**config.mk**
```make
export PLATFORM = sky130hd
export DESIGN_NAME = mik_keyer
export DESIGN_NICKNAME = d
export VERILOG_FILES = /design/src/include/mik_pkg.sv /design/src/verilog/mik_debounce.sv /design/src/verilog/mik_code_mem.sv /design/src/verilog/mik_keyer.sv
export SDC_FILE = /design/constraint.sdc
export NUM_CORES = 1
export LEC_CHECK = 0
export ABC_AREA = 1
export BUFFER_PORTS_ARGS = -buffer_cell sky130_fd_sc_hd__buf_2
export CORE_AREA = 5 5 191 193
export DETAILED_ROUTE_END_ITERATION = 10
export DIE_AREA = 0 0 196 198
export GPL_TIMING_DRIVEN = 0
export HOLD_SLACK_MARGIN = 0.03
export SYNTH_ARGS = -nofsm -noshare
export SYNTH_HDL_FRONTEND = slang
export SYNTH_SLANG_ARGS = --single-unit
```
**constraint.sdc**
```tcl
create_clock -name hclk -period 7.48 [get_ports hclk]
set_clock_uncertainty 0.05 [all_clocks]
set_input_delay 0.748 -clock hclk [delete_from_list [all_inputs] [get_ports hclk]]
set_output_delay 0.748 -clock hclk [all_outputs]
set_load 0.05 [all_outputs]
```
**src/include/mik_pkg.sv**
```systemverilog
// constants, carrier structs and enumerations for the beacon ident keyer
// Behaviour
// - 64-bit code memory, non-destructive repeated readout
// - 256-state counter, six bits address memory
// - full memory pass about 7.5 seconds
// - read mode clock free-runs near 8.5 Hz
// - every keying clock advances address by one
// - each clock period strobes memory at address
// - stored one emits 50 us pulse, sets flip-flop
// - mark drives keying relay and mark lamp
// - next clock first resets keying flip-flop
// - one-pulse follows strobe trailing edge, sets again
// - stored zero: no pulse, relay released
// - space lamp on for zero, never with mark
// - test or unreliability makes whole memory accessible
// - remote, normal, no fault: suppress 16 bits
// - remote fault enables suppressed error region
// - zero presses until error lamp, then unreliability
// - error lamp out after 16-bit region passed
// - unreliability off sends ident only
// - keying inhibited 192 of 256 counter states
// - reset button returns counter, memory kept
// - entry: oscillator stops, press steps and writes
// - co-sited gate active only in code period
package mik_pkg;

    // ****************************************
    // clock and timing
    // ****************************************
    localparam longint CLK_HZ        = 10_000_000;        // hclk rate
    localparam longint KEY_RATE_MHZ  = 8_500;             // keying clock, millihertz
    localparam longint KEY_PERIOD_CYC = (CLK_HZ * 1000) / KEY_RATE_MHZ; // one dot
    localparam longint STROBE_US     = 50;                // memory strobe width
    localparam int     STROBE_CYC    = int'((STROBE_US * CLK_HZ + 999_999) / 1_000_000);
    localparam longint MEM_PULSE_US  = 50;                // memory one-pulse width
    localparam int     MEM_PULSE_CYC = int'((MEM_PULSE_US * CLK_HZ + 999_999) / 1_000_000);
    localparam longint DEBOUNCE_MS   = 10;                // button settle time
    localparam longint DEBOUNCE_CYC  = (DEBOUNCE_MS * CLK_HZ) / 1000;

    // ****************************************
    // register map (byte offsets) and fields
    // ****************************************
    localparam logic [7:0] REG_CTRL   = 8'h00;            // mode switches
    localparam logic [7:0] REG_SPEED  = 8'h04;            // dot length in cycles
    localparam logic [7:0] REG_STATUS = 8'h08;            // read-only state
    localparam int CTRL_ENTRY   = 0;                      // entry_read_switch: 1 = entry
    localparam int CTRL_ERRTEST = 1;                      // error_source_switch: 1 = test
    localparam int CTRL_UNREL   = 2;                      // unreliability_select on
    localparam logic [2:0]  CTRL_RESET  = 3'h0;           // read, remote, normal
    localparam int          SPEED_W     = 24;             // speed field width
    localparam int ST_KEY   = 8;                          // status: keying flip-flop
    localparam int ST_SPACE = 9;                          // status: space lamp
    localparam int ST_ERR   = 10;                         // status: error lamp
    localparam int ST_GATE  = 11;                         // status: co-sited gate
    localparam int ST_BUSY  = 12;                         // status: strobe cycle running

    // ****************************************
    // code memory geometry
    // ****************************************
    localparam int         MEM_BITS  = 64;                // code memory depth
    localparam int         MEM_AW    = 6;                 // memory address width
    localparam int         CNT_W     = 8;                 // 256-state counter
    localparam logic [1:0] ERR_REGION = 2'h3;             // bits 48..63
    localparam int         NBTN      = 3;                 // one, zero, reset buttons
    localparam int         BTN_ONE   = 0;
    localparam int         BTN_ZERO  = 1;
    localparam int         BTN_RST   = 2;

    // ****************************************
    // carriers and states
    // ****************************************
    typedef struct packed {
        logic        hsel;
        logic [31:0] haddr;
        logic [1:0]  htrans;
        logic        hwrite;
        logic [2:0]  hsize;
        logic        hready;
        logic [31:0] hwdata;
    } mik_ahb_req_t;

    typedef struct packed {
        logic        hreadyout;
        logic        hresp;
        logic [31:0] hrdata;
    } mik_ahb_rsp_t;

    typedef struct packed {
        logic keying_relay;
        logic mark_lamp;
        logic space_lamp;
        logic error_lamp;
        logic colocated_gate_relay;
    } mik_key_out_t;

    // strobe sequence, gray along idle -> strobe -> pulse; pulse -> idle flips both bits
    typedef enum logic [1:0] {
        SEQ_IDLE   = 2'b00,
        SEQ_STROBE = 2'b01,
        SEQ_PULSE  = 2'b11
    } mik_seq_t;

endpackage

```
**src/verilog/mik_debounce.sv**
```systemverilog
// button synchroniser and debouncer giving one pulse per press
`timescale 1ns/10ps
module mik_debounce
    import mik_pkg::*;
#(
    parameter logic [23:0] SETTLE_CYC = 24'(DEBOUNCE_CYC)
)
(
    input  wire logic hclk,
    input  wire logic hresetn,
    input  wire logic button_raw,
    output logic      press_pulse
);

    // ****************************************
    // state
    // ****************************************
    typedef struct packed {
        logic        sync1;   // first stage, read only by sync2
        logic        sync2;   // synchronised level
        logic        stable;  // accepted level
        logic [23:0] cnt;     // settle counter
        logic        pulse;   // one-cycle press
    } mik_deb_state_t;

    mik_deb_state_t st_ff;    // registered state
    mik_deb_state_t nxt_st;   // next state

    // settle timer: level must hold SETTLE_CYC before it is accepted
    always_comb
    begin
        nxt_st       = st_ff;
        nxt_st.sync1 = button_raw;
        nxt_st.sync2 = st_ff.sync1;
        nxt_st.pulse = 1'b0;
        if (st_ff.sync2 == st_ff.stable)
        begin
            // contact bounce restarts the wait
            nxt_st.cnt = 24'h0;
        end
        else if (st_ff.cnt >= SETTLE_CYC - 24'h1)
        begin
            nxt_st.cnt    = 24'h0;
            nxt_st.stable = st_ff.sync2;
            nxt_st.pulse  = st_ff.sync2;
        end
        else
        begin
            nxt_st.cnt = st_ff.cnt + 24'h1;
        end
    end

    // state register
    always_ff @(posedge hclk or negedge hresetn)
    begin
        if (!hresetn)
            st_ff <= '0;
        else
            st_ff <= nxt_st;
    end

    assign press_pulse = st_ff.pulse;

endmodule

```
**src/verilog/mik_code_mem.sv**
```systemverilog
// 64 x 1 read/write code memory with registered read data
`timescale 1ns/10ps
module mik_code_mem
    import mik_pkg::*;
(
    input  wire logic              hclk,
    input  wire logic              hresetn,
    input  wire logic [MEM_AW-1:0] addr,
    input  wire logic              we,
    input  wire logic              wdata,
    output logic                   rdata
);

    // ****************************************
    // state
    // ****************************************
    typedef struct packed {
        logic [MEM_BITS-1:0] bits;  // stored message
        logic                rd;    // read register
    } mik_mem_state_t;

    mik_mem_state_t st_ff;          // registered state
    mik_mem_state_t nxt_st;         // next state

    // reads never disturb the stored bits
    always_comb
    begin
        nxt_st    = st_ff;
        nxt_st.rd = st_ff.bits[addr];
        if (we)
            nxt_st.bits[addr] = wdata;
    end

    // state register; hresetn stands in for a flat battery
    always_ff @(posedge hclk or negedge hresetn)
    begin
        if (!hresetn)
            st_ff <= '0;
        else
            st_ff <= nxt_st;
    end

    assign rdata = st_ff.rd;

endmodule

```
**src/verilog/mik_keyer.sv**
```systemverilog
// beacon identification keyer: oscillator, counter, gating, keying and AHB-Lite registers
`timescale 1ns/10ps
module mik_keyer
    import mik_pkg::*;
#(
    parameter logic [SPEED_W-1:0] KEY_PERIOD = SPEED_W'(KEY_PERIOD_CYC), // dot in cycles
    parameter logic [23:0]        SETTLE     = 24'(DEBOUNCE_CYC)         // button settle
)
(
    input  wire logic   hclk,
    input  wire logic   hresetn,
    input  mik_ahb_req_t ahb_req,
    output mik_ahb_rsp_t ahb_rsp,
    // far side: operator buttons, remote fault line, relays and lamps
    input  wire logic   one_button,
    input  wire logic   zero_button,
    input  wire logic   address_reset_button,
    input  wire logic   remote_fault,
    output mik_key_out_t key_out
);

    // ****************************************
    // state
    // ****************************************
    typedef struct packed {
        // software switches
        logic               entry_mode;   // entry_read_switch
        logic               err_test;     // error_source_switch at test
        logic               unrel_on;     // unreliability_select
        logic [SPEED_W-1:0] speed;        // keying_oscillator period
        // bus data phase
        logic               wr_pend;      // write data due this cycle
        logic [7:0]         wr_addr;      // offset of pending write
        logic [31:0]        hrdata;       // read data register
        logic               hreadyout;    // always ready after reset
        logic               hresp;        // response code, always okay
        // keying core
        logic [CNT_W-1:0]   addr;         // address_counter
        logic [SPEED_W-1:0] osc_cnt;      // keying_oscillator phase
        mik_seq_t           seq;          // strobe sequence
        logic [9:0]         seq_cnt;      // cycles left in phase
        logic               wr_entry;     // this strobe writes
        logic               wr_bit;       // value to write
        logic               keying;       // keying_flipflop
        // registered outputs
        mik_key_out_t       outs;
    } mik_key_state_t;

    mik_key_state_t st_ff;                // registered state
    mik_key_state_t nxt_st;               // next state

    // ****************************************
    // buttons
    // ****************************************
    logic [NBTN-1:0] btn_raw;             // raw button levels
    logic [NBTN-1:0] btn_press;           // one pulse per press

    assign btn_raw[BTN_ONE]  = one_button;
    assign btn_raw[BTN_ZERO] = zero_button;
    assign btn_raw[BTN_RST]  = address_reset_button;

    // one debouncer per button; a press shorter than the settle
    // time is ignored, which also rejects contact bounce
    genvar gi;
    generate
        for (gi = 0; gi < NBTN; gi++)
        begin : g_btn
            mik_debounce #(
                .SETTLE_CYC  (SETTLE)
            ) u_deb (
                .hclk        (hclk),
                .hresetn     (hresetn),
                .button_raw  (btn_raw[gi]),
                .press_pulse (btn_press[gi])
            );
        end
    endgenerate

    // ****************************************
    // code memory
    // ****************************************
    logic mem_we;                          // write strobe
    logic mem_rdata;                       // registered bit at address

    // cleared only by hresetn, never by the address reset button,
    // so the message survives a restart of the count
    mik_code_mem u_mem (
        .hclk    (hclk),
        .hresetn (hresetn),
        .addr    (st_ff.addr[MEM_AW-1:0]),
        .we      (mem_we),
        .wdata   (st_ff.wr_bit),
        .rdata   (mem_rdata)
    );

    // ****************************************
    // gating
    // ****************************************
    logic code_window;                     // counter in the 64-state code period
    logic err_region;                      // bits 48..63 of the memory
    logic err_enable;                      // error region opened
    logic access_en;                       // memory enable

    // one decode serves memory enable, lamps and co-sited gate, so
    // the other station cannot send its ident while this one keys

    always_comb
    begin
        code_window = (st_ff.addr[CNT_W-1:MEM_AW] == 2'h0);
        err_region  = (st_ff.addr[MEM_AW-1:MEM_AW-2] == ERR_REGION);
        err_enable  = st_ff.err_test | st_ff.unrel_on | remote_fault;
        access_en   = code_window & (err_enable | ~err_region);
    end

    // ****************************************
    // bus decode
    // ****************************************
    logic        bus_take;                 // address phase accepted
    logic [7:0]  bus_off;                  // low address bits
    logic [31:0] rd_mux;                   // read value at bus_off
    logic [31:0] status_word;              // live state

    always_comb
    begin
        // zero wait states: every data phase ends at the next edge
        bus_take = ahb_req.hsel & ahb_req.htrans[1] & ahb_req.hready;
        bus_off  = ahb_req.haddr[7:0];
        // status is a live snapshot; bits above 12 read zero
        status_word = 32'h0;
        status_word[CNT_W-1:0] = st_ff.addr;
        status_word[ST_KEY]    = st_ff.keying;
        status_word[ST_SPACE]  = st_ff.outs.space_lamp;
        status_word[ST_ERR]    = st_ff.outs.error_lamp;
        status_word[ST_GATE]   = st_ff.outs.colocated_gate_relay;
        status_word[ST_BUSY]   = (st_ff.seq != SEQ_IDLE);
        // unmapped words read as zero
        // a read right after a write to the same word sees the old value
        if (bus_off == REG_CTRL)
            rd_mux = {29'h0, st_ff.unrel_on, st_ff.err_test, st_ff.entry_mode};
        else if (bus_off == REG_SPEED)
            rd_mux = {8'h0, st_ff.speed};
        else if (bus_off == REG_STATUS)
            rd_mux = status_word;
        else
            rd_mux = 32'h0;
    end

    // ****************************************
    // next state
    // ****************************************
    // tick is the keying clock; in entry mode a press makes it
    logic tick;                            // keying clock pulse
    logic tick_wr;                         // tick comes from an entry press
    logic hit;                             // memory emits a one-pulse

    always_comb
    begin
        nxt_st = st_ff;
        mem_we = 1'b0;
        tick   = 1'b0;
        tick_wr = 1'b0;
        hit    = 1'b0;

        // bus address phase: sample read data, remember writes
        nxt_st.hreadyout = 1'b1;
        // no error response: every offset answers okay
        nxt_st.hresp     = 1'b0;
        nxt_st.wr_pend   = bus_take & ahb_req.hwrite;
        nxt_st.wr_addr   = bus_off;
        if (bus_take & ~ahb_req.hwrite)
            nxt_st.hrdata = rd_mux;

        // bus data phase: writes to read-only or unmapped words are dropped
        if (st_ff.wr_pend)
        begin
            if (st_ff.wr_addr == REG_CTRL)
            begin
                nxt_st.entry_mode = ahb_req.hwdata[CTRL_ENTRY];
                nxt_st.err_test   = ahb_req.hwdata[CTRL_ERRTEST];
                nxt_st.unrel_on   = ahb_req.hwdata[CTRL_UNREL];
            end
            else if (st_ff.wr_addr == REG_SPEED)
            begin
                // speed setting adjusts rate
                // a speed below one sequence length makes ticks wait
                nxt_st.speed = ahb_req.hwdata[SPEED_W-1:0];
            end
        end

        // keying oscillator
        // the count is cleared, not held, in entry mode, so the first
        // read tick after entry comes one full period later
        if (st_ff.entry_mode)
        begin
            nxt_st.osc_cnt = '0;
            if (st_ff.seq == SEQ_IDLE && (btn_press[BTN_ONE] | btn_press[BTN_ZERO]))
            begin
                tick    = 1'b1;
                tick_wr = 1'b1;
            end
        end
        else if (st_ff.osc_cnt >= st_ff.speed - SPEED_W'(1))
        begin
            // free-running keying clock
            // a tick waits if the previous strobe cycle has not finished
            if (st_ff.seq == SEQ_IDLE)
            begin
                tick           = 1'b1;
                nxt_st.osc_cnt = '0;
            end
        end
        else
        begin
            nxt_st.osc_cnt = st_ff.osc_cnt + SPEED_W'(1);
        end

        // strobe sequence
        // a press that arrives while the sequence runs is lost, so
        // presses must be spaced by more than strobe plus pulse
        case (st_ff.seq)
            SEQ_IDLE:
            begin
                if (tick)
                begin
                    nxt_st.addr     = st_ff.addr + CNT_W'(1);
                    nxt_st.keying   = 1'b0;
                    nxt_st.seq      = SEQ_STROBE;
                    nxt_st.seq_cnt  = 10'(STROBE_CYC - 1);
                    nxt_st.wr_entry = tick_wr;
                    nxt_st.wr_bit   = btn_press[BTN_ONE];
                end
            end
            SEQ_STROBE:
            begin
                if (st_ff.seq_cnt != 10'h0)
                begin
                    nxt_st.seq_cnt = st_ff.seq_cnt - 10'h1;
                end
                else
                begin
                    // trailing edge of strobe: write, then read out
                    // a written one is keyed at once, echoing the entry
                    // write only where memory enabled
                    mem_we = st_ff.wr_entry & access_en;
                    hit    = access_en & (st_ff.wr_entry ? st_ff.wr_bit : mem_rdata);
                    nxt_st.wr_entry = 1'b0;
                    if (hit)
                    begin
                        nxt_st.keying  = 1'b1;
                        nxt_st.seq     = SEQ_PULSE;
                        nxt_st.seq_cnt = 10'(MEM_PULSE_CYC - 1);
                    end
                    else
                    begin
                        nxt_st.seq = SEQ_IDLE;
                    end
                end
            end
            // internal only: the flip-flop stays set until the next tick
            SEQ_PULSE:
            begin
                if (st_ff.seq_cnt != 10'h0)
                    nxt_st.seq_cnt = st_ff.seq_cnt - 10'h1;
                else
                    nxt_st.seq = SEQ_IDLE;
            end
            // unused code: fall back to idle
            default:
            begin
                nxt_st.seq = SEQ_IDLE;
            end
        endcase

        // address reset wins over a tick in the same cycle
        // a running strobe is left to finish and then reads address 0
        if (btn_press[BTN_RST])
        begin
            // back to first count, memory kept
            nxt_st.addr    = '0;
            nxt_st.osc_cnt = '0;
        end

        // outputs, registered from the current state
        // so every output lags the state by one cycle: the relay
        // falls two cycles after the tick that clears the flip-flop
        // mark energises relay and lamp
        nxt_st.outs.keying_relay = st_ff.keying;
        nxt_st.outs.mark_lamp    = st_ff.keying;
        nxt_st.outs.space_lamp   = code_window & ~st_ff.keying;
        nxt_st.outs.error_lamp   = code_window & err_region
                                   & (err_enable | st_ff.entry_mode);
        nxt_st.outs.colocated_gate_relay = code_window;
    end

    // ****************************************
    // state register
    // ****************************************
    // reset loads constants only; the switches start in read mode
    // with the error region shut
    always_ff @(posedge hclk or negedge hresetn)
    begin
        if (!hresetn)
        begin
            st_ff            <= '0;
            st_ff.entry_mode <= CTRL_RESET[CTRL_ENTRY];
            st_ff.err_test   <= CTRL_RESET[CTRL_ERRTEST];
            st_ff.unrel_on   <= CTRL_RESET[CTRL_UNREL];
            st_ff.speed      <= KEY_PERIOD;
            st_ff.seq        <= SEQ_IDLE;
        end
        else
        begin
            st_ff <= nxt_st;
        end
    end

    // ****************************************
    // outputs
    // ****************************************
    // every port comes straight from a flip-flop
    assign ahb_rsp.hreadyout = st_ff.hreadyout;
    assign ahb_rsp.hresp     = st_ff.hresp;
    assign ahb_rsp.hrdata    = st_ff.hrdata;
    assign key_out           = st_ff.outs;

endmodule

```
---- After elaboration in Yosys (flattened, before gate mapping) ----
Index checks and enable logic that the tools add are counted.
Widths: inputs -> output; s select.
storage, ports and cells
  output and inout port bits .............. 39
  input bits .............................. 78
  logic and storage cells ................. 158
  register bits after elaboration ......... 269
operators by class
  add/subtract/negate cells ............... 7
  reduce and logical (&&, ||, !) cells .... 23
  order comparisons ....................... 6
  muxes and demuxes ....................... 48
  bitwise logic cells ..................... 22
  equal/unequal tests ..................... 16
operators with widths
  cell                   number
  $mux 24                11
  $add 24x1->24 const B  4
  $ge 24x17->1 const B   3
  $bwmux 64              1
  $mux 32                1
  $mux 10                3
  $pmux 10 s3            1
  $ge 24x24->1           1
  $sub 24x1->24 const B  1
  $mux 1                 19
  $eq 8x3->1 const B     2
  $logic_not 8->1        2
  $mux 8                 2
  $mux 15                1
  $mux 13                1
  $reduce_and 2->1       6
  $and 1x1->1            10
  $ne 2x2->1 const B     5
  $reduce_bool 10->1     1
  $sub 10x1->10 const B  1
  $reduce_and 3->1       3
  $add 8x1->8 const B    1
  $eq 8x4->1 const B     1
  $reduce_and 4->1       2
  18 further kinds       39

---- Logic depth before layout (Yosys ltp) ----
Gate-level depths: netlist of run 1.
  depth after elaboration ................. 8
  depth in mapped cells ................... 22
  gate-level depth less buffers ........... 22

---- Hierarchy ----
Synthesis of run 1 repeated with hierarchy kept, for this count alone.
second synthesis, totals
  cell total of the unflattened synthesis .. 1732
  area total of the unflattened synthesis .. 14305.0 µm²
modules (own cells, without submodules)
  module        area an instance (µm²)  sequential area each (µm²)  cells each  instances
  mik_keyer     6617.6                  2817.7                      841         1
  mik_debounce  1348.8                  700.7                       148         3
  mik_code_mem  3641.0                  1626.6                      447         1

---- Worst setup path before layout of run 1 ----
OpenSTA, ideal clock, no wires.
  kind .................................... register -> register
  start point ............................. reg st_ff[98] (netlist bit)
  end point ............................... reg st_ff[6] (netlist bit)
  cell stages (with the launch flop) ...... 20
  buffers on the path ..................... 1
  arrival time ............................ 2817 ps
  path slack .............................. 4478 ps
  cells stage by stage .................... dfrtp_1 -> or2_1 -> nor2_4 -> nand4_2 -> nor2_2 -> nand3_2 -> nor2_2 -> nand2_1 -> xor2_1 -> inv_1 -> ha_1 -> a21oi_1 -> o21ai_0 -> a21oi_1 -> nand3_2 -> nand2_2 -> nand2_1 -> buf_2 -> nand2_1 -> o21ai_0
on the way
  longest elaborated chain between the ends .. 5
RTL lines
  element                     RTL line          RTL
  start: declaration          mik_keyer.sv:49   mik_key_state_t st_ff;
  start signal: assignment    mik_keyer.sv:313  st_ff <= nxt_st;
  $sub 24x1->24               mik_keyer.sv:202  else if (st_ff.osc_cnt >= st_ff.speed - SPEED_W'(1))
  $ge 24x24->1                mik_keyer.sv:202
  $mux 1                      mik_keyer.sv:202
  $mux 1                      mik_keyer.sv:193  if (st_ff.entry_mode)
  $reduce_and 2->1 (no line)  n/a
Every way passes these cells.
A chain may end at the register's enable or synchronous reset.

---- Worst setup path after layout of run 1 ----
  start point ............................. reg st_ff[95] (netlist bit)
  end point ............................... reg st_ff[31] (netlist bit)
on the way
  longest elaborated chain between the ends .. 5
  elaborated cells on any way between the ends .. 6
RTL lines
  element            RTL line          RTL
  $sub 24x1->24 (*)  mik_keyer.sv:202
  $ge 24x24->1 (*)   mik_keyer.sv:202
  $mux 24            mik_keyer.sv:202
  $mux 24            mik_keyer.sv:193
  $mux 32            mik_keyer.sv:276  if (btn_press[BTN_RST])
Mark *: on every way between the ends. The rest lies on a longest branch, timed or not.

==> run_results.csv, run 1 <==
group,metric,value,unit
synth,post-synth-top-area-fraction,45.8,%
synth,yosys.cell_types.count,55,
synth,postSynth.asyncResetShare,100,%
critical_path,worst_ep_required_time,7.86,ns
die,placeableCoreArea,34400,um2
synth,postSynthCellCount,1632,
status,outcome,"completed",
die,site_row_count,68,
sta,rsz0062_at_grt,"false",
synth,synth_area_per_cell,8.34,um2
synth,postSynthRegisterBits,261,
global_route,grt_start_max_net_pins,104,
pwr,power_frac_comb,15.8,%
detailed_routing,wl_per_cell,14.8,um
synth,synth_top_flop_cell,"sky130_fd_sc_hd__dfrtp_1",
cts,clock_sinks,261,
die,die_w,196,um
detailed_routing,detailroute.via_count,11100,
critical_path,timing.critical_path.fanout_max,10,
die,chipHeight,198,um
die,top_level_pins,117,
pwr,share_of_total_power_consumed_by_net_switching,29.1,%
synth,synthesis.area,13600,um2
synth,synth_top_cell_by_area,"sky130_fd_sc_hd__dfrtp_1",
sta,timing_worst_slew_pin_value,0.803,ns
critical_path,worst-setup-path-type,"reg -> reg",
synth,synth_seq_area_share,48.1,%
critical_path,timing.reg2reg.worst_path_depth,17,
critical_path,ff2ff_setup_slack,3.76,ns
synth,yosysWarningCount,0,
cts,tritoncts,"yes",
pwr,power_density,233,nW/um2
cts,tritoncts.num_buffers,31,
global_route,antenna_found_initial,2,
sta,maximum_clock_rate,269,MHz
die,fp.dieArea,38800,um2
critical_path,crit-reg2reg-launch,"st_ff[95]",
sta,timing_hold_violations_final,0,
sta,slew_headroom,46.4,%
placement,place_hpwl,23900,um
cells_and_area,antennaDiodeCount,0,
detailed_routing,wl,33200,um
critical_path,setup.worst_path.end_class,"register",
placement,finalWeightedCongestion,0.879,
sta,fin_tns_setup,0,ns
cts,cts-hold-fix-buffers,0,
pwr,switchingPower,1.07,mW
synth,synth_area_leaders,"sky130_fd_sc_hd__dfrtp_1 46%, sky130_fd_sc_hd__nand2_1 11%, sky130_fd_sc_hd__nand3_1 5.1%",
pwr,seq_power_share,42.3,%
sta,finalWorstSetupSlack,3.76,ns
cells_and_area,layout.nets,1876,
cells_and_area,layoutNonFillerInstCount,2243,
pwr,clock_power_share,41.9,%
cts,postCtsSetupBuffers,0,
sta,final_count_of_pins_violating_max_slew,0,
cts,cts_root_buf,"sky130_fd_sc_hd__clkbuf_16",
pwr,vdd_drop_max,175,uV
cts,clk-insertion-delay-late,0.57,ns
cts,cts_repair_resize_count,0,
sta,post_route_worst_hold_slack,0.200,ns
placement,portBuffers,71,
cells_and_area,area_delta_synth_final,15.8,%
cells_and_area,drive_gt1_share,14.3,%
critical_path,worstPathArrival,4.10,ns
cts,clk_pin_slew_worst_paths,0.06,ns
critical_path,reg2reg_to,"st_ff[31]",
global_route,grt_pass1_vias,10700,
job,max_cap_viol_count,0,
cts,cts_buffer_depth,3,
die,start_util,39.6,%
placement,total_placed_cells_including_tap_cells,2189,
detailed_routing,avgViaCountPerCell,4.94,
synth,synth_enable_flop_cells,0,
detailed_routing,route.detailed.drc,0,
sta,finalSetupViolCount,0,
global_route,first_pass_grt_wire_length,54600,um
pwr,cellInternalPower,2.60,mW
worst_hold_path,worstHoldPathType,"in -> async",
detailed_routing,detail_route.iter0.violations,700,
global_route,global_route_total_usage_across_every_layer,17.0,%
global_route,grt_overflow_total,0,
placement,placement.setup.worst_slack,3.79,ns
cells_and_area,layout.core_utilization,45.9,%
detailed_routing,number_of_nets_with_antenna_violations_after_detailed_routing,0,
cts,h-tree-depth,1,
sta,period_share,49.7,%
critical_path,startpoint_type,"register",
sta,layout_min_cycle_time,3.72,ns
cells_and_area,n_fill_cell,3418,
pwr,power_leakage,7.39,nW
detailed_routing,detail_route.first_pass.iterations,5,
==> metal layers <==
layer  vias up  track usage (%)  share of wire (%)
met5         -                0              0.042
met4         4             4.09                2.4
met3        62             3.16                6.0
met1      5188             24.5                 48
li1       5539                -                  -
met2       296             26.6                 44
==> cell usage after synthesis (10+ instances only) <==
cell type and count:
sky130_fd_sc_hd__a21oi_1 28, sky130_fd_sc_hd__nor3_1 32, sky130_fd_sc_hd__o21ai_1 66, sky130_fd_sc_hd__buf_2 18
sky130_fd_sc_hd__mux2_2 11, sky130_fd_sc_hd__o21ai_0 60, sky130_fd_sc_hd__nand3_1 140, sky130_fd_sc_hd__inv_1 142
sky130_fd_sc_hd__nand2_1 381, sky130_fd_sc_hd__nor2_1 173, sky130_fd_sc_hd__nand4_1 32, sky130_fd_sc_hd__nor4_1 13
sky130_fd_sc_hd__mux2_1 10, sky130_fd_sc_hd__xor2_1 58, sky130_fd_sc_hd__clkbuf_1 17, sky130_fd_sc_hd__nor2_2 11
sky130_fd_sc_hd__dfstp_2 12, sky130_fd_sc_hd__buf_4 41, sky130_fd_sc_hd__xnor2_1 18, sky130_fd_sc_hd__ha_1 31
sky130_fd_sc_hd__dfrtp_1 249
==> area by class of cell <==
type                    instances  area, um2  area share, %
clock inverters                13        175           1.11
multi-input cells            1162       6050           38.4
inverters                     155        587           3.72
repair buffers                 73        420           2.67
clock buffers                  41        873           5.54
well taps                     455        569           3.61
flip-flops and latches        261       6550           41.5
plain buffers                  83        541           3.43
==> critical path: stages, from the launching register on <==
cell                       delay (ns)
sky130_fd_sc_hd__dfrtp_1         0.37
sky130_fd_sc_hd__inv_1           0.13
sky130_fd_sc_hd__ha_1            0.24
sky130_fd_sc_hd__inv_1           0.10
sky130_fd_sc_hd__nor4_1          0.41
sky130_fd_sc_hd__nand2_1         0.14
sky130_fd_sc_hd__nor2_1          0.16
sky130_fd_sc_hd__nand3_1         0.10
sky130_fd_sc_hd__xor2_1          0.14
sky130_fd_sc_hd__inv_1           0.06
sky130_fd_sc_hd__ha_1            0.26
sky130_fd_sc_hd__nand2_1         0.08
sky130_fd_sc_hd__o21ai_0         0.11
sky130_fd_sc_hd__a21oi_1         0.22
sky130_fd_sc_hd__nand3_2         0.25
sky130_fd_sc_hd__nand2_1         0.26
sky130_fd_sc_hd__clkbuf_1        0.36
sky130_fd_sc_hd__o21ai_0         0.14
==> through the flow <==
stage                     cell area [um2]  power [mW]
after detailed placement            14700        2.16
after CTS                           15800        3.72
after global routing                15800        3.85
after global placement              14700        2.15
after floorplan                     13700        1.96
final                               15800        3.67
==> how the worst max path moves through the flow <==
stage | startpoint | end | depth (start not counted)
2_1_floorplan | st_ff[98] | st_ff[6] | 19
3_3_place_gp | hresetn | u_mem.st_ff[25] | 1
3_5_place_dp | st_ff[98] | st_ff[31] | 17
6_report | st_ff[95] | st_ff[31] | 17
4_1_cts | st_ff[95] | st_ff[20] | 17
5_1_grt | st_ff[95] | st_ff[20] | 17
==> cell usage in the layout (no fill, tap or decap), types with 6 or more instances in the layout <==
cell                        instances
sky130_fd_sc_hd__buf_4             41
sky130_fd_sc_hd__a31oi_1            7
sky130_fd_sc_hd__buf_2             88
sky130_fd_sc_hd__dfstp_2           12
sky130_fd_sc_hd__buf_6              7
sky130_fd_sc_hd__a22oi_1            8
sky130_fd_sc_hd__a21oi_1           28
sky130_fd_sc_hd__nor2_2            11
sky130_fd_sc_hd__clkbuf_16         31
sky130_fd_sc_hd__nor3_1            32
sky130_fd_sc_hd__o21ai_1           66
sky130_fd_sc_hd__clkbuf_1          21
sky130_fd_sc_hd__mux2_2            11
sky130_fd_sc_hd__nand3_1          140
sky130_fd_sc_hd__inv_1            142
sky130_fd_sc_hd__nor4_1            13
sky130_fd_sc_hd__nor2_1           173
sky130_fd_sc_hd__nand4_1           32
sky130_fd_sc_hd__clkbuf_8           6
sky130_fd_sc_hd__xor2_1            58
sky130_fd_sc_hd__xnor2_1           18
sky130_fd_sc_hd__conb_1            31
sky130_fd_sc_hd__inv_2              8
sky130_fd_sc_hd__o31ai_1            8
sky130_fd_sc_hd__nand2_1          381
sky130_fd_sc_hd__o21ai_0           60
sky130_fd_sc_hd__clkinv_2           6
sky130_fd_sc_hd__mux2_1            10
sky130_fd_sc_hd__ha_1              31
sky130_fd_sc_hd__dfrtp_1          249
==> registers in the layout (all words and copies together) (netlist names) <==
name and cells:
key_out 4, st_ff 82, u_mem.st_ff 64, g_btn.u_deb.press_pulse 3, nxt_st 1, g_btn.u_deb.nxt_st 3, ahb_rsp 25, u_mem.rdata 1
g_btn.u_deb.st_ff 78
==> power groups by stage <==
stage / sequential, mW / combinational, mW / clock, mW
floorplan: 1.56 / 0.403 / 0
global placement: 1.58 / 0.570 / 0
detailed placement: 1.58 / 0.582 / 0
CTS: 1.55 / 0.584 / 1.58
global route: 1.56 / 0.651 / 1.64
finish: 1.55 / 0.582 / 1.54
==> cell families after synthesis <==
logic type               synth area share, %
flip-flops                              48.1
adder cells (fa/ha/maj)                 2.85
multiplexers                            1.74
AO/OA/AOI/OAI                           7.36
buffers and inverters                   8.28
other                                 0.0551
XOR/XNOR                                4.89
AND/OR/NAND/NOR                         26.8
Note: power is estimated with default switching activity, not from simulation.
==> run 2, diff against run 1 <==
==> constraint.sdc (replaced) <==
create_clock -name hclk -period 3.6 [get_ports hclk]
set_clock_uncertainty 0.05 [all_clocks]
set_input_delay 0.36 -clock hclk [delete_from_list [all_inputs] [get_ports hclk]]
set_output_delay 0.36 -clock hclk [all_outputs]
set_load 0.05 [all_outputs]
==> run_results.csv, run 2 (synthesis results as in run 1) <==
group,metric,value,unit
sta,layout_min_cycle_time,3.33,ns
cts,clk_pin_slew_worst_paths,0.06,ns
cells_and_area,largest_registers,"st_ff: 82 flops, g_btn.u_deb.st_ff: 78 flops, u_mem.st_ff: 64 flops",
sta,fin_tns_setup,0,ns
placement,finalWeightedCongestion,0.879,
job,max_cap_viol_count,0,
critical_path,startpoint_type,"register",
placement,portBuffers,71,
critical_path,endpoint,"st_ff[12]",
critical_path,slowest_stage,"sky130_fd_sc_hd__dfrtp_1",
critical_path,worst_ep_required_time,4.03,ns
critical_path,timing.critical_path.from,"st_ff[95]",
critical_path,reg2reg_to,"st_ff[12]",
critical_path,crit_family,"simple AND/OR/NAND/NOR gates",
cells_and_area,layout.nets,1916,
cts,cts_buffer_depth,3,
cells_and_area,layout.cells.most_common,"sky130_fd_sc_hd__nand2_1",
die,top_level_pins,117,
sta,slew_headroom,47.0,%
cells_and_area,drive_gt1_share,14.9,%
global_route,antenna_found_initial,1,
cts,clk-insertion-delay-late,0.56,ns
critical_path,cp_num_cells,18,
sta,maximum_clock_rate,300,MHz
detailed_routing,detail_route.iter0.violations,795,
sta,finalSetupViolCount,0,
die,fp.dieArea,38800,um2
detailed_routing,wl,33700,um
die,start_util,39.6,%
critical_path,critical_path.cell_chain,"inv_1, ha_2, inv_1, nor4_4, nand2_1, nor2_2, nand3_1, xor2_1, inv_1, ha_1, nand2_1, o21ai_0, a21oi_2, nand3_4, nand2_4, nand3b_4, clkbuf_4, o21ai_1",
die,chipHeight,198,um
cts,h-tree-depth,1,
critical_path,worstPathArrival,3.76,ns
cells_and_area,number_of_flip_flops_under_the_largest_register_name,82,
critical_path,worst-setup-path-type,"reg -> reg",
cells_and_area,mostFrequentLayoutCells,"378 x sky130_fd_sc_hd__nand2_1, 248 x sky130_fd_sc_hd__dfrtp_1, 168 x sky130_fd_sc_hd__nor2_1, 142 x sky130_fd_sc_hd__inv_1, 140 x sky130_fd_sc_hd__nand3_1",
die,die_w,196,um
cells_and_area,area_delta_synth_final,19.6,%
cts,cts_root_buf,"sky130_fd_sc_hd__clkbuf_16",
detailed_routing,route.detailed.drc,0,
detailed_routing,detail_route.first_pass.iterations,5,
cts,tritoncts,"yes",
status,outcome,"completed",
sta,post_route_worst_hold_slack,0.261,ns
global_route,grt_overflow_total,0,
sta,timing_hold_violations_final,0,
sta,period_share,92.6,%
worst_hold_path,worstHoldPathType,"in -> reg",
die,placeableCoreArea,34400,um2
die,site_row_count,68,
critical_path,ff2ff_setup_slack,0.27,ns
cts,clock_sinks,261,
sta,timing_worst_slew_pin_value,0.796,ns
global_route,grt_start_max_net_pins,104,
worst_hold_path,hold_path.startpoint,"remote_fault",
detailed_routing,wl_per_cell,14.8,um
global_route,first_pass_grt_wire_length,55200,um
cells_and_area,antennaDiodeCount,0,
sta,final_count_of_pins_violating_max_slew,0,
critical_path,critical-path-max-stage-delay,0.37,ns
pwr,power_leakage,7.59,nW
critical_path,most_frequent_cell_on_critical_path,"sky130_fd_sc_hd__inv_1",
critical_path,crit-reg2reg-launch,"st_ff[95]",
detailed_routing,detailroute.via_count,11300,
critical_path,timing.reg2reg.worst_path_depth,18,
detailed_routing,avgViaCountPerCell,4.94,
critical_path,timing.critical_path.fanout_max,8,
pwr,vdd_drop_max,364,uV
global_route,grt_pass1_vias,10900,
cells_and_area,stdcell_area,16300,um2
cts,tritoncts.num_buffers,31,
critical_path,setup.worst_path.end_class,"register",
placement,place_hpwl,23900,um
cells_and_area,n_fill_cell,3351,
global_route,global_route_total_usage_across_every_layer,17.1,%
placement,dpl_cell_area,14700,um2
pwr,power_density,473,nW/um2
cells_and_area,most_flops_register,"st_ff",
detailed_routing,number_of_nets_with_antenna_violations_after_detailed_routing,0,
critical_path,crit_buf_inv,4,
run 2: what timing repair did:
| action | 4_1_cts | 5_1_grt |
|---|---|---|
| pin swaps | 1 | 5 |
| gates cloned | 0 | 1 |
| endpoints found under the hold margin | 133 | 0 |
| setup buffers | 0 | 1 |
| endpoints found under the setup margin | 22 | 46 |
| hold buffers | 38 | 0 |
| resized for setup | 6 | 30 |
run 2: worst min path at each step:
stage,cells past startpoint,slack (ns),to
after detailed placement,0,0.28,g_btn[0].u_deb.st_ff[26]
after CTS,5,0.23,key_out[1]
after global placement,0,0.29,g_btn[1].u_deb.st_ff[26]
after global routing,5,0.28,key_out[1]
after floorplan,0,0.01,ahb_rsp[0]
final,5,0.26,key_out[1]
run 2: final cells by class:
cell class / count / area (um2) / area share [%]
Buffer: 83 / 561 / 3.44
Clock inverter: 13 / 175 / 1.08
Multi-Input combinational cell: 1162 / 6150 / 37.8
Sequential cell: 261 / 6550 / 40.2
Clock buffer: 41 / 873 / 5.36
Tap cell: 455 / 569 / 3.50
Inverter: 155 / 587 / 3.60
Timing Repair Buffer: 113 / 816 / 5.01
run 2: power breakdown:
group          total [mW]  switching (mW)  internal, mW  leakage (nW)
Combinational        1.28           0.882         0.397          3.65
Clock                3.20            1.22          1.97         0.519
Sequential           3.23           0.143          3.08          3.42
Total                7.71            2.25          5.46          7.59
run 2: per-stage QoR:
| stage | std cells | setup WS [ns] | power [mW] | util (%) |
|---|---|---|---|---|
| 5_1_grt | 2283 | -0.0453 | 8.08 | 47.4 |
| 2_1_floorplan | 1661 | 0.598 | 4.07 | - |
| 6_report | 2283 | 0.268 | 7.71 | 47.4 |
| 3_3_place_gp | 2187 | -2.81 | 4.46 | 42.6 |
| 3_5_place_dp | 2189 | -0.0933 | 4.49 | 42.8 |
| 4_1_cts | 2281 | -0.00442 | 7.76 | 47.1 |
run 2: layer usage:
layer  wire length (um)  GRT usage (%)
met2              15000           27.3
met5                  7              0
met3               2010           3.01
met1              15900           24.5
met4                840           4.06
run 2: worst register-to-register path: stages (launching register included):
cell                       delay [ns]
sky130_fd_sc_hd__dfrtp_1         0.37
sky130_fd_sc_hd__inv_1           0.13
sky130_fd_sc_hd__ha_2            0.23
sky130_fd_sc_hd__inv_1           0.10
sky130_fd_sc_hd__nor4_4          0.30
sky130_fd_sc_hd__nand2_1         0.14
sky130_fd_sc_hd__nor2_2          0.12
sky130_fd_sc_hd__nand3_1         0.09
sky130_fd_sc_hd__xor2_1          0.14
sky130_fd_sc_hd__inv_1           0.06
sky130_fd_sc_hd__ha_1            0.26
sky130_fd_sc_hd__nand2_1         0.08
sky130_fd_sc_hd__o21ai_0         0.12
sky130_fd_sc_hd__a21oi_2         0.22
sky130_fd_sc_hd__nand3_4         0.18
sky130_fd_sc_hd__nand2_4         0.16
sky130_fd_sc_hd__nand3b_4        0.14
sky130_fd_sc_hd__clkbuf_4        0.22
sky130_fd_sc_hd__o21ai_1         0.13
==> run 3, diff against run 2 <==
--- a/config.mk
+++ b/config.mk
@@ -7,9 +7,9 @@
 export LEC_CHECK = 0
 export ABC_AREA = 1
 export BUFFER_PORTS_ARGS = -buffer_cell sky130_fd_sc_hd__buf_2
-export CORE_AREA = 5 5 191 193
+export CORE_AREA = 5 5 240 242
 export DETAILED_ROUTE_END_ITERATION = 10
-export DIE_AREA = 0 0 196 198
+export DIE_AREA = 0 0 245 247
 export GPL_TIMING_DRIVEN = 0
 export HOLD_SLACK_MARGIN = 0.03
 export SYNTH_ARGS = -nofsm -noshare
==> run_results.csv, run 3 (synthesis results as in run 1) <==
group,metric,value,unit
cts,cts_root_buf,"sky130_fd_sc_hd__clkbuf_16",
cells_and_area,mostFrequentLayoutCells,"377 x sky130_fd_sc_hd__nand2_1, 248 x sky130_fd_sc_hd__dfrtp_1, 169 x sky130_fd_sc_hd__nor2_1, 141 x sky130_fd_sc_hd__inv_1, 140 x sky130_fd_sc_hd__nand3_1",
detailed_routing,detail_route.first_pass.iterations,6,
placement,place_hpwl,24800,um
global_route,grt_start_max_net_pins,121,
critical_path,worstPathArrival,3.76,ns
pwr,power_leakage,7.57,nW
sta,fin_tns_setup,0,ns
cts,cts_buffer_depth,3,
global_route,first_pass_grt_wire_length,57000,um
critical_path,startpoint_type,"register",
cells_and_area,stdcell_area,16500,um2
global_route,global_route_total_usage_across_every_layer,11.3,%
die,site_row_count,86,
sta,finalSetupViolCount,0,
cells_and_area,area_delta_synth_final,21.3,%
detailed_routing,detailroute.via_count,11300,
critical_path,setup.worst_path.end_class,"register",
cts,clk-insertion-delay-late,0.56,ns
die,start_util,24.8,%
status,outcome,"completed",
job,max_cap_viol_count,0,
placement,portBuffers,71,
pwr,design_power_total,7.61,mW
die,placeableCoreArea,54900,um2
cts,clk_pin_slew_worst_paths,0.06,ns
critical_path,timing.critical_path.fanout_max,8,
sta,final_count_of_pins_violating_max_slew,0,
die,die_w,245,um
critical_path,crit_family,"simple AND/OR/NAND/NOR gates",
critical_path,critical_path.cell_chain,"nor2_1, nand2_2, nor2_4, nand4_4, nor2_4, nand3_2, nor2_4, nand2_1, xor2_1, inv_1, ha_1, a21oi_1, o21ai_0, a21oi_2, nand3_4, nand2_4, nand3b_4, buf_6, o21ai_0, nand2_1",
detailed_routing,wl_per_cell,13.8,um
detailed_routing,route.detailed.drc,0,
critical_path,worst-setup-path-type,"reg -> reg",
critical_path,critical-path-max-stage-delay,0.41,ns
cts,h-tree-depth,1,
detailed_routing,wl,34900,um
cells_and_area,n_fill_cell,5796,
global_route,antenna_found_initial,4,
cells_and_area,largest_registers,"st_ff: 82 flops, g_btn.u_deb.st_ff: 78 flops, u_mem.st_ff: 64 flops",
critical_path,worst_ep_required_time,3.99,ns
sta,post_route_worst_hold_slack,0.0501,ns
sta,slew_headroom,54.8,%
cells_and_area,drive_gt1_share,14.9,%
sta,timing_hold_violations_final,0,
worst_hold_path,worstHoldPathType,"in -> reg",
sta,maximum_clock_rate,296,MHz
sta,period_share,93.7,%
pwr,power_density,461,nW/um2
cts,tritoncts.num_buffers,28,
cells_and_area,layout.nets,1910,
global_route,grt_pass1_vias,11000,
global_route,grt_overflow_total,0,
critical_path,ff2ff_setup_slack,0.23,ns
cells_and_area,most_flops_register,"st_ff",
critical_path,slowest_stage,"sky130_fd_sc_hd__dfstp_2",
cells_and_area,number_of_flip_flops_under_the_largest_register_name,82,
die,chipHeight,247,um
placement,dpl_cell_area,15000,um2
sta,layout_min_cycle_time,3.37,ns
critical_path,most_frequent_cell_on_critical_path,"sky130_fd_sc_hd__nor2_4",
sta,timing_worst_slew_pin_value,0.674,ns
die,fp.dieArea,60500,um2
die,top_level_pins,117,
detailed_routing,avgViaCountPerCell,4.48,
placement,finalWeightedCongestion,0.872,
cts,tritoncts,"yes",
placement,placement.setup.worst_slack,-0.202,ns
critical_path,crit_buf_inv,2,
detailed_routing,number_of_nets_with_antenna_violations_after_detailed_routing,0,
cells_and_area,layout.cells.most_common,"sky130_fd_sc_hd__nand2_1",
pwr,vdd_drop_max,383,uV
detailed_routing,detail_route.iter0.violations,906,
cts,clock_sinks,261,
sta,finalWorstSetupSlack,0.226,ns
## run 3: layout make-up
class                      count  area (um2)  share of cell area [%]
sequential                   261        6550                    39.6
multi-input combinational   1162        6150                    37.3
clock buffer                  44         892                    5.40
tap                          704         881                    5.33
timing repair buffer         110         783                    4.74
inverter                     155         587                    3.55
buffer                        83         554                    3.36
clock inverter                 8         115                   0.697
antenna                        1        2.50                  0.0152
## run 3: power by group
group	switching, mW	internal [mW]	leakage, nW
Sequential	0.147	3.08	3.42
Clock	1.20	1.90	0.503
Combinational	0.884	0.394	3.65
## run 3: metrics by stage
stage	utilization [%]	cells
floorplan	-	1661
global placement	27.3	2436
detailed placement	27.4	2438
CTS	29.9	2525
global route	30.1	2528
finish	30.1	2528
## run 3: what timing repair did
item | in CTS | in global routing
setup endpoints to repair | 35 | 46
cloned | 0 | 1
gates resized for setup | 7 | 26
hold buffers | 35 | 0
setup buffers | 0 | 1
hold endpoints to repair | 69 | 0
pin swaps | 0 | 6
## run 3: layer usage
layer | wire (um) | share of wire (%) | track usage [%] | up-vias
met5 | 25 | 0.072 | 0 | -
met4 | 961 | 2.8 | 3.33 | 6
met3 | 2450 | 7.0 | 2.36 | 58
met2 | 15500 | 44 | 18.2 | 299
met1 | 16000 | 46 | 15.4 | 5360
li1 | - | - | - | 5607
## run 3: worst min-delay path: cells and delay by family
family	cells	cell delay, ns
buf+inv	2	0.21
compound gates	1	0.08
## run 3: path summary, 6_finish.rpt
kind                                           start                       end  cells past startpoint
min in group asynchronous                    hresetn                st_ff[116]                      2
min reg2reg                g_btn[2].u_deb.nxt_st[26]  g_btn[2].u_deb.st_ff[26]                      0
max                                        st_ff[97]                  st_ff[8]                     20
max in group asynchronous                    hresetn  g_btn[0].u_deb.st_ff[14]                      3
max reg2reg                                st_ff[97]                  st_ff[8]                     20
min                                       ahb_req[1]                 st_ff[96]                      3
